`src/uad_defs.svh`:
```
`ifndef UAD_DEFS_SVH
`define UAD_DEFS_SVH

// Register byte offsets on the Avalon-MM slave
`define UAD_OFS_CTRL        5'h00
`define UAD_OFS_PULLUP_SEL  5'h04
`define UAD_OFS_VBUS_SEL    5'h08
`define UAD_OFS_DETACH_SEL  5'h0C
`define UAD_OFS_WAKE_SEL    5'h10
`define UAD_OFS_STATUS      5'h14
`define UAD_OFS_POWER       5'h18

// Control register fields
`define UAD_CTRL_READY      0
`define UAD_CTRL_SELF_PWR   1
`define UAD_CTRL_WAKE_REQ   2

// Status register fields
`define UAD_ST_PULLUP       0
`define UAD_ST_VBUS         1
`define UAD_ST_DETACH       2
`define UAD_ST_SUSPEND      3
`define UAD_ST_WAKE         4
`define UAD_ST_MISMATCH     5
`define UAD_ST_REATTACHED   6

// Pin select settings and reset values
`define UAD_SEL_W           5
`define UAD_GIO_W           16
`define UAD_SEL_INTERNAL    5'h10
`define UAD_RST_PULLUP_SEL  5'h10
`define UAD_RST_VBUS_SEL    5'h02
`define UAD_RST_DETACH_SEL  5'h03
`define UAD_RST_WAKE_SEL    5'h04

// Supply budget asked for during enumeration, in mA and in 2 mA units
`define UAD_BUDGET_MA       16'h00C8
`define UAD_BUDGET_UNITS    8'h64

`endif

```
`src/uad_pkg.sv`:
```
package uad_pkg;

    // Attach sequencer states
    typedef enum logic [1:0] {
        UAD_OFF,
        UAD_WAIT_VBUS,
        UAD_ATTACHED,
        UAD_DETACHED
    } uad_state_type;

endpackage : uad_pkg
```
`src/uad_attach_ctrl.sv`:
```
// What this block does
// Pull D+ only when ready to enumerate
// Pull-up source setting, 16 means internal
// Self-powered: no pull-up without VBUS
// VBUS sense pin chosen by setting
// Bus powered requests 200 mA budget
// Detach and wake pins chosen by settings
// Detach high floats lines, drops pull-up
// Detach low restores pull-up, awaits enumeration
// Wake output high only while detached
// No in-cable remote wake while detached
// Bus-powered suspend stops radio and loads
// Full-speed signalling at 12 Mbit/s
// Peripheral role only, answers host
// Pull-up is ready AND VBUS AND not detached; the code needs VBUS only when self-powered
//
// The placing of the registers and the Avalon-MM interface to the registers were left to the implementer.
`timescale 1ns/1ps
`default_nettype none
`include "uad_defs.svh"

module uad_attach_ctrl (
    input  wire logic                   clk,
    input  wire logic                   nrst,
    // Avalon-MM slave
    input  wire logic [4:0]             address,
    input  wire logic                   read,
    input  wire logic                   write,
    input  wire logic [31:0]            writedata,
    input  wire logic [3:0]             byteenable,
    output logic      [31:0]            readdata,
    output logic                        waitrequest,
    // General I/O pins
    input  wire logic [`UAD_GIO_W-1:0]  gio_in,
    output logic      [`UAD_GIO_W-1:0]  gio_out,
    output logic      [`UAD_GIO_W-1:0]  gio_oe,
    // USB core side
    input  wire logic                   usb_suspend,
    input  wire logic                   usb_remote_wake_req,
    output logic                        dp_internal_pullup,
    output logic                        usb_lines_hiz,
    output logic                        usb_remote_wake,
    output logic                        usb_full_speed,
    output logic                        usb_peripheral_role,
    output logic      [7:0]             usb_max_power,
    // Power control
    output logic                        radio_enable,
    output logic                        ext_load_enable
);

    logic                   ready_enum;
    logic                   self_powered;
    logic                   wake_req;
    logic [`UAD_SEL_W-1:0]  pullup_pin_select_setting;
    logic [`UAD_SEL_W-1:0]  vbus_pin_select_setting;
    logic [`UAD_SEL_W-1:0]  detach_pin_select_setting;
    logic [`UAD_SEL_W-1:0]  wake_pin_select_setting;
    logic                   reattached;
    logic                   vbus_seen;
    logic                   detach_seen;
    logic                   pullup_on;
    logic                   ext_pullup_on;
    logic                   wake_on;
    logic                   shed_power;
    logic                   in_attached;
    logic                   in_detached;
    logic                   pin_mismatch;
    logic                   wr_take;
    logic                   rd_take;
    logic [31:0]            next_readdata;
    uad_pkg::uad_state_type state;
    uad_pkg::uad_state_type next_state;

    // Decode of the pull-up setting; 16 and above mean the internal source
    function automatic logic is_internal(input logic [`UAD_SEL_W-1:0] sel);
        is_internal = (sel >= `UAD_SEL_INTERNAL);
    endfunction : is_internal

    // Byte-lane merge for the five-bit pin selects, which live in lane 0
    function automatic logic [`UAD_SEL_W-1:0] sel_write(
        input logic [`UAD_SEL_W-1:0] old_val,
        input logic [31:0]           data,
        input logic [3:0]            be
    );
        sel_write = be[0] ? data[`UAD_SEL_W-1:0] : old_val;
    endfunction : sel_write

    // Write strobe for one register through lane 0, the only lane in use
    function automatic logic lane0_write(
        input logic       take,
        input logic [4:0] addr,
        input logic [3:0] be,
        input logic [4:0] target
    );
        lane0_write = take && be[0] && (addr == target);
    endfunction : lane0_write

    // VBUS sense pin picked per setting
    // VBUS sense select
    uad_pin_pick u_vbus_pick (
        .clk    (clk),
        .nrst   (nrst),
        .gio_in (gio_in),
        .sel    (vbus_pin_select_setting),
        .picked (vbus_seen)
    );

    // Detach input pin picked per setting
    // detach pin select
    uad_pin_pick u_detach_pick (
        .clk    (clk),
        .nrst   (nrst),
        .gio_in (gio_in),
        .sel    (detach_pin_select_setting),
        .picked (detach_seen)
    );

    // External pull-up and wake-up outputs share the general I/O pins
    // wake pin route
    uad_pin_drive u_pin_drive (
        .clk     (clk),
        .nrst    (nrst),
        .a_en    (ext_pullup_on),
        .a_sel   (pullup_pin_select_setting),
        .b_en    (wake_on),
        .b_sel   (wake_pin_select_setting),
        .gio_out (gio_out),
        .gio_oe  (gio_oe)
    );

    // One wait state: waitrequest drops the cycle after a request appears
    // Registering it keeps the address decode out of the bus timing path
    assign rd_take = read && !waitrequest;
    assign wr_take = write && !waitrequest;

    always_ff @(posedge clk or negedge nrst) begin
        if (!nrst) begin
            waitrequest <= 1'b1;
        end else if ((read || write) && waitrequest) begin
            waitrequest <= 1'b0;
        end else begin
            waitrequest <= 1'b1;
        end
    end

    // Control register
    always_ff @(posedge clk or negedge nrst) begin
        if (!nrst) begin
            ready_enum   <= 1'b0;
            self_powered <= 1'b0;
            wake_req     <= 1'b0;
        end else if (lane0_write(wr_take, address, byteenable, `UAD_OFS_CTRL)) begin
            ready_enum   <= writedata[`UAD_CTRL_READY];
            self_powered <= writedata[`UAD_CTRL_SELF_PWR];
            wake_req     <= writedata[`UAD_CTRL_WAKE_REQ];
        end
    end

    // Pin select settings
    // internal is default
    always_ff @(posedge clk or negedge nrst) begin
        if (!nrst) begin
            pullup_pin_select_setting <= `UAD_RST_PULLUP_SEL;
            vbus_pin_select_setting   <= `UAD_RST_VBUS_SEL;
            detach_pin_select_setting <= `UAD_RST_DETACH_SEL;
            wake_pin_select_setting   <= `UAD_RST_WAKE_SEL;
        end else if (wr_take) begin
            case (address)
                `UAD_OFS_PULLUP_SEL: pullup_pin_select_setting <=
                    sel_write(pullup_pin_select_setting, writedata, byteenable);
                `UAD_OFS_VBUS_SEL: vbus_pin_select_setting <=
                    sel_write(vbus_pin_select_setting, writedata, byteenable);
                `UAD_OFS_DETACH_SEL: detach_pin_select_setting <=
                    sel_write(detach_pin_select_setting, writedata, byteenable);
                `UAD_OFS_WAKE_SEL: wake_pin_select_setting <=
                    sel_write(wake_pin_select_setting, writedata, byteenable);
                default: ;
            endcase
        end
    end

    // Attach sequencer; detach always wins, VBUS gates only self-powered use
    // Leaving detach goes through OFF so every reconnect runs the full attach
    always_comb begin
        next_state = state;
        case (state)
            uad_pkg::UAD_OFF: begin
                if (detach_seen) begin
                    next_state = uad_pkg::UAD_DETACHED;
                end else if (ready_enum) begin
                    next_state = uad_pkg::UAD_WAIT_VBUS;
                end
            end
            uad_pkg::UAD_WAIT_VBUS: begin
                if (detach_seen) begin
                    next_state = uad_pkg::UAD_DETACHED;
                end else if (!ready_enum) begin
                    next_state = uad_pkg::UAD_OFF;
                end else if (!self_powered || vbus_seen) begin
                    next_state = uad_pkg::UAD_ATTACHED;
                end
            end
            uad_pkg::UAD_ATTACHED: begin
                if (detach_seen) begin
                    next_state = uad_pkg::UAD_DETACHED;
                end else if (!ready_enum || (self_powered && !vbus_seen)) begin
                    next_state = uad_pkg::UAD_OFF;
                end
            end
            uad_pkg::UAD_DETACHED: begin
                if (!detach_seen) begin
                    next_state = uad_pkg::UAD_OFF;
                end
            end
            default: next_state = uad_pkg::UAD_OFF;
        endcase
    end

    always_ff @(posedge clk or negedge nrst) begin
        if (!nrst) begin
            state <= uad_pkg::UAD_OFF;
        end else begin
            state <= next_state;
        end
    end

    // Sequencer state decodes shared by the pull-up, wake and line logic;
    // one place to change if the sequencer grows more states
    assign in_attached = (state == uad_pkg::UAD_ATTACHED);
    assign in_detached = (state == uad_pkg::UAD_DETACHED);

    // Pull-up enable as the AND of its three conditions and the attached state
    // pull-up AND term
    // ready gates pull-up
    // VBUS gates self-powered
    assign pullup_on = ready_enum && !detach_seen && (!self_powered || vbus_seen)
                       && in_attached;
    // pull-up source select
    assign ext_pullup_on = pullup_on && !is_internal(pullup_pin_select_setting);
    // wake only detached
    assign wake_on = wake_req && detach_seen && in_detached;
    // A self-powered board on the internal source is flagged, not blocked
    // self-powered needs external pin
    assign pin_mismatch = self_powered && is_internal(pullup_pin_select_setting);

    // USB-facing outputs, all registered
    always_ff @(posedge clk or negedge nrst) begin
        if (!nrst) begin
            dp_internal_pullup <= 1'b0;
            usb_lines_hiz      <= 1'b1;
            usb_remote_wake    <= 1'b0;
        end else begin
            dp_internal_pullup <= pullup_on && is_internal(pullup_pin_select_setting);
            // detach floats lines
            usb_lines_hiz      <= detach_seen || in_detached;
            // no in-cable wake
            usb_remote_wake    <= usb_remote_wake_req && usb_suspend && !detach_seen
                                  && in_attached; // Only from a live, suspended bus
        end
    end

    // Fixed link personality: full-speed peripheral asking for its budget
    always_ff @(posedge clk or negedge nrst) begin
        if (!nrst) begin
            usb_full_speed      <= 1'b0;
            usb_peripheral_role <= 1'b0;
            usb_max_power       <= 8'h00;
        end else begin
            // full speed only
            usb_full_speed      <= 1'b1;
            // peripheral role only
            usb_peripheral_role <= 1'b1;
            // request 200 mA
            usb_max_power       <= self_powered ? 8'h00 : `UAD_BUDGET_UNITS;
        end
    end

    // Suspend on bus power must shed radio and switchable loads
    // suspend current limit
    assign shed_power = usb_suspend && !self_powered;

    // Radio and loads fall together to stay under the suspend limit;
    // a self-powered board is exempt and keeps both running
    always_ff @(posedge clk or negedge nrst) begin
        if (!nrst) begin
            radio_enable    <= 1'b0;
            ext_load_enable <= 1'b0;
        end else begin
            radio_enable    <= !shed_power;
            ext_load_enable <= !shed_power;
        end
    end

    // Sticky flag for a return from detach; a new event beats the clear
    // reattach after detach
    always_ff @(posedge clk or negedge nrst) begin
        if (!nrst) begin
            reattached <= 1'b0;
        end else if (in_detached && !detach_seen) begin
            reattached <= 1'b1;
        end else if (lane0_write(wr_take, address, byteenable, `UAD_OFS_STATUS)
                     && writedata[`UAD_ST_REATTACHED]) begin
            reattached <= 1'b0;
        end
    end

    // Read mux; unmapped offsets read as zero
    always_comb begin
        next_readdata = 32'h0000_0000;
        case (address)
            `UAD_OFS_CTRL: begin
                next_readdata[`UAD_CTRL_READY]    = ready_enum;
                next_readdata[`UAD_CTRL_SELF_PWR] = self_powered;
                next_readdata[`UAD_CTRL_WAKE_REQ] = wake_req;
            end
            `UAD_OFS_PULLUP_SEL: next_readdata[`UAD_SEL_W-1:0] = pullup_pin_select_setting;
            `UAD_OFS_VBUS_SEL:   next_readdata[`UAD_SEL_W-1:0] = vbus_pin_select_setting;
            `UAD_OFS_DETACH_SEL: next_readdata[`UAD_SEL_W-1:0] = detach_pin_select_setting;
            `UAD_OFS_WAKE_SEL:   next_readdata[`UAD_SEL_W-1:0] = wake_pin_select_setting;
            `UAD_OFS_STATUS: begin
                next_readdata[`UAD_ST_PULLUP]     = pullup_on;
                next_readdata[`UAD_ST_VBUS]       = vbus_seen;
                next_readdata[`UAD_ST_DETACH]     = detach_seen;
                next_readdata[`UAD_ST_SUSPEND]    = usb_suspend;
                next_readdata[`UAD_ST_WAKE]       = wake_on;
                next_readdata[`UAD_ST_MISMATCH]   = pin_mismatch;
                next_readdata[`UAD_ST_REATTACHED] = reattached;
            end
            `UAD_OFS_POWER: next_readdata[15:0] = self_powered ? 16'h0000 : `UAD_BUDGET_MA;
            default: next_readdata = 32'h0000_0000;
        endcase
    end

    // Read data is captured as waitrequest falls and held for the taking edge
    // The captured word reflects the state one cycle before the take edge
    always_ff @(posedge clk or negedge nrst) begin
        if (!nrst) begin
            readdata <= 32'h0000_0000;
        end else if (read && waitrequest) begin
            readdata <= next_readdata;
        end
    end

endmodule : uad_attach_ctrl
`default_nettype wire

```
`src/uad_pin_drive.sv`:
```
`timescale 1ns/1ps
`default_nettype none
`include "uad_defs.svh"

module uad_pin_drive (
    input  wire logic                   clk,
    input  wire logic                   nrst,
    input  wire logic                   a_en,
    input  wire logic [`UAD_SEL_W-1:0]  a_sel,
    input  wire logic                   b_en,
    input  wire logic [`UAD_SEL_W-1:0]  b_sel,
    output logic      [`UAD_GIO_W-1:0]  gio_out,
    output logic      [`UAD_GIO_W-1:0]  gio_oe
);

    logic [`UAD_GIO_W-1:0] next_out;
    logic [`UAD_GIO_W-1:0] next_oe;

    // Each channel drives its selected pin high while enabled, else floats it
    always_comb begin
        next_out = '0;
        next_oe  = '0;
        if (a_en && a_sel < `UAD_SEL_INTERNAL) begin
            next_out[a_sel[3:0]] = 1'b1;
            next_oe[a_sel[3:0]]  = 1'b1;
        end
        if (b_en && b_sel < `UAD_SEL_INTERNAL) begin
            next_out[b_sel[3:0]] = 1'b1;
            next_oe[b_sel[3:0]]  = 1'b1;
        end
    end

    always_ff @(posedge clk or negedge nrst) begin
        if (!nrst) begin
            gio_out <= '0;
            gio_oe  <= '0;
        end else begin
            gio_out <= next_out;
            gio_oe  <= next_oe;
        end
    end

endmodule : uad_pin_drive
`default_nettype wire

```
`src/uad_pin_pick.sv`:
```
`timescale 1ns/1ps
`default_nettype none
`include "uad_defs.svh"

module uad_pin_pick (
    input  wire logic                   clk,
    input  wire logic                   nrst,
    input  wire logic [`UAD_GIO_W-1:0]  gio_in,
    input  wire logic [`UAD_SEL_W-1:0]  sel,
    output logic                        picked
);

    // Registered pick; an index past the last pin reads as low
    always_ff @(posedge clk or negedge nrst) begin
        if (!nrst) begin
            picked <= 1'b0;
        end else if (sel < `UAD_SEL_INTERNAL) begin
            picked <= gio_in[sel[3:0]];
        end else begin
            picked <= 1'b0;
        end
    end

endmodule : uad_pin_pick
`default_nettype wire

```
`config.mk`:
```
export PLATFORM = sky130hd
export DESIGN_NAME = uad_attach_ctrl
export DESIGN_NICKNAME = d
export VERILOG_FILES = /design/src/uad_pkg.sv /design/src/uad_attach_ctrl.sv /design/src/uad_pin_drive.sv /design/src/uad_pin_pick.sv
export VERILOG_INCLUDE_DIRS = /design/src
export SDC_FILE = /design/constraint.sdc
export NUM_CORES = 1
export LEC_CHECK = 0
export BUFFER_PORTS_ARGS = -buffer_cell sky130_fd_sc_hd__buf_2
export CORE_MARGIN = 4
export CORE_UTILIZATION = 43
export CTS_CLUSTER_DIAMETER = 200
export DETAILED_ROUTE_END_ITERATION = 6
export PLACE_DENSITY_LB_ADDON = 0.05
export SLEW_MARGIN = 20
export SYNTH_ARGS = -nofsm -noshare
export SYNTH_HDL_FRONTEND = slang
export SYNTH_SLANG_ARGS = --single-unit
```
`constraint.sdc`:
```
create_clock -name clk -period 1.55 [get_ports clk]
set_input_delay 0.31 -clock clk [delete_from_list [all_inputs] [get_ports clk]]
set_output_delay 0.31 -clock clk [all_outputs]
set_load 0.01 [all_outputs]
```
======== Word level (Yosys, flattened, before mapping) ========
Cells that the tools add are included.
word-level totals
  register bits ........................... 73
  output and inout port bits .............. 80
operators by class
  magnitude comparators ................... 11
  equality and inequality tests ........... 13
  multiplexer cells ....................... 30
  bitwise logic cells ..................... 1
  reduce and logical (&&, ||, !) cells .... 44
operators by type and width
  operator                                                                       count
  16-bit two-way mux                                                             2
  1-bit logical AND                                                              25
  3-bit one-hot mux with 7 select lines                                          1
  4-bit by 5-bit less-than comparator with 1-bit output (second input constant)  4
  5-bit less-than comparator (second input constant)                             4
  2-bit two-way mux                                                              8
  16-bit OR                                                                      1
  5-bit equality test (second input constant)                                    3
  2-bit one-hot mux with 6 select lines                                          1
  3-bit AND reduction                                                            4
  5-bit by 4-bit equality test with 1-bit output (second input constant)         2
  1-bit two-way mux                                                              10
  1-bit binary-select mux with 4-bit select                                      2
  1-bit demux with 4-bit select                                                  2
  4-bit by 1-bit >= comparator with 1-bit output (second input constant)         2
  8-bit two-way mux                                                              1
  2-bit one-hot mux with 4 select lines                                          1
  1-bit logical NOT                                                              7
  7-bit two-way mux                                                              1
  5-bit by 3-bit equality test with 1-bit output (second input constant)         1
  5-bit >= comparator (second input constant)                                    1
  5-bit logical NOT                                                              1
  2-bit equality test (second input constant)                                    2
  1-bit logical OR                                                               4
  9 further kinds                                                                9

======== Depth between registers and ports, before layout ========
  depth in word-level cells ............... 9
  depth in mapped cells ................... 6

======== By module ========
Synthesis repeated with hierarchy kept, for this count alone.
second synthesis, totals
  cell total of the unflattened synthesis .. 292
  area total of the unflattened synthesis .. 3253.1 µm²
by module, submodules not included
  module           times used  cells each  area an instance (µm²)
  uad_attach_ctrl  1           196         2153.3
  uad_pin_drive    1           64          752.0
  uad_pin_pick     2           16          173.9

======== Worst setup path after synthesis ========
OpenSTA, ideal clock, no wires.
  path type ............................... input to register
  from .................................... input port address[4]
  to ...................................... register wake_pin_select_setting[0]
  setup time .............................. 125 ps
  arrival time ............................ 1721 ps
  slack ................................... -296 ps
  stages on the path ...................... 5
  path buffers ............................ 2
  cells stage by stage .................... buf_4 -> or4b_4 -> or3b_1 -> buf_6 -> mux2_4
on the way
  cells in the longest elaborated chain, start to end .. 2
RTL lines
  what                                  RTL line                text
  from (decl)                           uad_attach_ctrl.sv:26   input wire logic [4:0] address,
  5-bit equality test                   uad_attach_ctrl.sv:168  case (address)
  3-bit AND reduction (no source line)  --
  to (signal assigned)                  uad_attach_ctrl.sv:166  wake_pin_select_setting <= `UAD_RST_WAKE_SEL;
  to (signal assigned)                  uad_attach_ctrl.sv:175  `UAD_OFS_WAKE_SEL: wake_pin_select_setting <=
  to (decl)                             uad_attach_ctrl.sv:57   logic [`UAD_SEL_W-1:0] wake_pin_select_setting;
Every way passes these cells.
A chain may end at the register's enable or synchronous reset.

======== Final worst setup path ========
  from .................................... register u_detach_pick.picked
  to ...................................... register u_pin_drive.gio_oe[6]
on the way
  cells in the longest elaborated chain, start to end .. 9
  elaborated cells between the ends (all ways) .. 12
RTL lines
  what                                RTL line                text
  from (decl)                         uad_pin_pick.sv:10      output logic picked
  from (signal assigned)              uad_pin_pick.sv:18      picked <= gio_in[sel[3:0]];
  1-bit logical NOT                   uad_attach_ctrl.sv:236  assign pullup_on = ready_enum && !detach_seen && (!self_powered || vbus_seen)
  1-bit logical AND (2 in series)     uad_attach_ctrl.sv:236
  1-bit logical AND                   uad_attach_ctrl.sv:237  && in_attached;
  1-bit logical AND                   uad_attach_ctrl.sv:239  assign ext_pullup_on = pullup_on && !is_internal(pullup_pin_select_setting);
  1-bit logical AND (no source line)  --
  16-bit two-way mux                  uad_pin_drive.sv:23     if (a_en && a_sel < `UAD_SEL_INTERNAL) begin
  16-bit OR (no source line)          --
  16-bit two-way mux (*)              uad_pin_drive.sv:27     if (b_en && b_sel < `UAD_SEL_INTERNAL) begin
  net u_pin_drive.next_oe[6]          uad_pin_drive.sv:17     logic [`UAD_GIO_W-1:0] next_oe;
  to (signal assigned)                uad_pin_drive.sv:39     gio_oe <= next_oe;
  to (decl)                           uad_pin_drive.sv:13     output logic [`UAD_GIO_W-1:0] gio_oe
The timed path passes the listed nets; every way through them passes the cells marked *.

==> key figures <==
Run status
  • Outcome: finished, violations left
  • Failing checks: negative setup slack

Clocking
  • Worst skew pair latency: approximately 0.34 ns
  • Clk buf depth: 2
  • CTS clk-pin slew, worst paths: 0.07 ns
  • Htree depth: 3
  • Clock sinks: 59
  • Clock Tree Root: clkbuf_8
  • Num CTS Buffers: 9
  • CTS tree: yes

STA
  • FMAX: around 600 MHz
  • Final-report hold violation count: 0
  • Tmin final: 1.65 ns
  • Finish-stage setup viols: 11
  • Worst clock skew: 0.00629 ns
  • Final WS setup: -0.0968 ns
  • RSZ-0062 raised after global routing: yes
  • Max Slew Vio Count: 0
  • Final period util: 106%

Setup path
  • Largest incremental delay on the critical path: 0.55 ns
  • CP Capture Type: register
  • Required time of the worst setup path: 1.81 ns
  • Startpoint Class: register
  • Setup CP Type: reg -> reg
  • Critical Path Fanout Max: 5
  • WP buf/inv: 0
  • Data arrival time of the critical path: 1.91 ns
  • Max stage delay cell, worst path: or4b_4
  • Family with the most delay on the worst path: simple AND/OR/NAND/NOR gates
  • Sequence of cells on the critical path: nor3b_2 > nand3_2 > or4b_4 > o22ai_2

Route
  • Via count: 2430
  • Post-DRT Antenna Nets: 0
  • Pre-antenna DRT Iters: 4
  • Vias per inst: 4.97
  • Wirelength, routed: 7690 um
  • Per-cell routed wire length: between 15 and 20 um
  • Initial DRC count: 96
  • DRC viols: 0

Power and ir drop
  • Sequential share of power: 43.0%
  • Leak pwr: 2.02 nW
  • Part of the power in combinational logic: 17.0%
  • Clk pwr share: 40.0%
  • Switching share of total power: 27.0%
  • PwrDens: 1010 mW/mm2
  • P_sw: 0.00112 W
  • Max VDD drop: 687 uV
  • Internal power: 0.00302 W

Synthesis
  • Synth Instances: between 200 and 300
  • Synth Warn #: 0
  • Post-Syn Area per Cell: approximately 11 um2
  • Post-synth top area share: 40.3%
  • Top-count cell post-synth: dfrtp_1
  • Synthesized-area fraction occupied by adder cells: 0%
  • Compound-Gate Fraction of Synth Area: about a tenth
  • Netlist cell types: 51
  • XOR/XNOR share of the synthesized area: 0.271%
  • Seq/Total Area, Yosys: a little under half
  • Number of flops mapped to enable cells by yosys: 0
  • Mux share of post-synthesis cell area: 17.6%
  • Largest family of logic cells by synthesized area: multiplexers
  • Area share of and/or/nand/nor cells after synthesis: ~12%
  • Synth area leader: dfrtp_1
  • Synth cell count leaders: 52 x dfrtp_1, 50 x buf_4, 21 x nand2_1, 20 x mux2_2
  • Largest cells by area after synthesis: dfrtp_1 40%, buf_4 12%, mux2_2 7.0%
  • Post-Syn Area: 0.00323 mm2
  • FFs w/ async S/R, synth: 100%
  • Flops & latches, synth: 59
  • Most used DFF post-synth: dfrtp_1

Layout
  • Fin util: 56.4%
  • Diodes inserted: 0
  • Area delta synth->final: 27.4%
  • Final cell count without fillers: 489
  • Fraction of layout cells with a size suffix above 1: 53.1%
  • Fin nets: roughly 450

Floorplanning
  • Row count: 31
  • Initial core utilization: 44.3%
  • Die area: about 0.0090 mm2
  • Top-level port count: between 100 and 150
  • Chip Width: 94.6 um
  • Die Ht: 94.6 um
  • CORE AREA: 0.00729 mm2

GRT
  • GRT Overall Usage: a little under a fifth
  • First-pass GRT wire length: 12100 um
  • Total global routing overflow: 0
  • Initial antenna violation count: 0
  • Pin count of the biggest net entering global routing: 46
  • Vias in the first global route: 2279

Flow run
  • # Max-Cap Violations: 0

Hold path
  • Worst min path class: in -> reg

Placement
  • I/O Buffers: 84
  • Inst Count DP: about 470
  • Detail Placement HPWL: approximately 5800 um
  • GPL Wtd Cong: 0.777
[area by class of cell]
cell class | count | area [um2]
Clock inverter | 5 | 83.8
Sequential cell | 59 | 1490
Timing Repair Buffer | 118 | 703
Clock buffer | 11 | 151
Multi-Input combinational cell | 190 | 1530
Fill cell | 659 | 3180
Tap cell | 99 | 124
Inverter | 7 | 26.3
[metrics by stage]
step | setup TNS (ns) | hold slack (ns) | worst slack, ns | total power (W) | instance area [um2]
final | -0.449 | 0.142 | -0.0968 | 0.00415 | 4110
after CTS | -0.348 | 0.131 | -0.0737 | 0.00415 | 4010
after global placement | -6.55 | 0.237 | -0.384 | 0.00246 | 3710
after global routing | -1.17 | 0.156 | -0.150 | 0.00436 | 4110
after detailed placement | -7.22 | 0.253 | -0.386 | 0.00247 | 3710
after floorplan | -3.42 | 0.0144 | -0.239 | 0.00221 | 3360
[worst paths after layout]
| check | from | endpoint | slack, ns | cells past startpoint |
|---|---|---|---|---|
| min reg2reg | vbus_pin_select_setting[4]$_DFFE_PN0P_ | u_vbus_pick.picked$_DFF_PN0_ | 0.47 | 1 |
| max in group asynchronous | nrst | vbus_pin_select_setting[1]$_DFFE_PN1P_ | 0.51 | 3 |
| max reg2reg | u_detach_pick.picked$_DFF_PN0_ | u_pin_drive.gio_oe[6]$_DFF_PN0_ | -0.1 | 4 |
| max | u_detach_pick.picked$_DFF_PN0_ | u_pin_drive.gio_oe[6]$_DFF_PN0_ | -0.1 | 4 |
| min | write | waitrequest$_DFF_PN1_ | 0.14 | 2 |
| min in group asynchronous | nrst | u_pin_drive.gio_oe[6]$_DFF_PN0_ | 0.42 | 2 |
[layout by cell type (no fill, tap or decap), drive strengths merged, types with 2 or more instances in the layout]
cell type,instances
buf,117
bufinv,2
nand2b,9
mux2i,11
mux4,7
o21ai,11
clkbuf,11
clkinvlp,2
a31o,2
a221o,2
a22o,2
nor2,8
conb,30
nand3b,4
dfstp,7
inv,8
a21oi,4
nand3,8
dfrtp,52
nand2,21
o22ai,10
mux2,25
o32ai,3
nor3,4
and3,2
or4b,3
o2111ai,3
[cells by family after synthesis]
kind of cell,Yosys count
flip-flops,59
multiplexers,43
other,2
buffers and inverters,67
AO/OA/AOI/OAI,45
AND/OR/NAND/NOR,71
XOR/XNOR,1
[power by group through the flow]
stage	Combinational, W	Sequential [W]	Clock, W
2_1_floorplan	0.000420	0.00179	0
6_report	0.000705	0.00178	0.00166
5_1_grt	0.000779	0.00180	0.00178
4_1_cts	0.000678	0.00178	0.00169
3_5_place_dp	0.000658	0.00181	0
3_3_place_gp	0.000650	0.00181	0
[worst reg2reg max path, stage by stage, from the launching register on]
cell and delay, ns:
dfrtp_1 0.41, nor3b_2 0.24, nand3_2 0.15, or4b_4 0.56
o22ai_2 0.20
[metal layers]
metal  track usage (%)  vias to the layer above  share of wire, %
met3              4.46                        4               6.3
met5                 0                        -                 0
met1              26.4                     1186                47
met4              6.01                        0              0.31
met2              26.2                       77                46
li1                  -                     1163                 -
[state kept, by name, summed over array words and instances (netlist names), 2 cells and up]
signal	count
readdata	8
pullup_pin_select_setting	5
wake_pin_select_setting	5
state	2
detach_pin_select_setting	5
vbus_pin_select_setting	5
u_pin_drive.gio_oe	16
[timing repair]
action | CTS | global route
endpoints found under the hold margin | 14 | 0
resized for setup | 12 | 19
buffers inserted | 1 | 3
endpoints found under the setup margin | 21 | 34
pin swaps | 5 | 8
hold buffers | 1 | 0
cloned | 0 | 0
(Power assumes the default switching activity.)
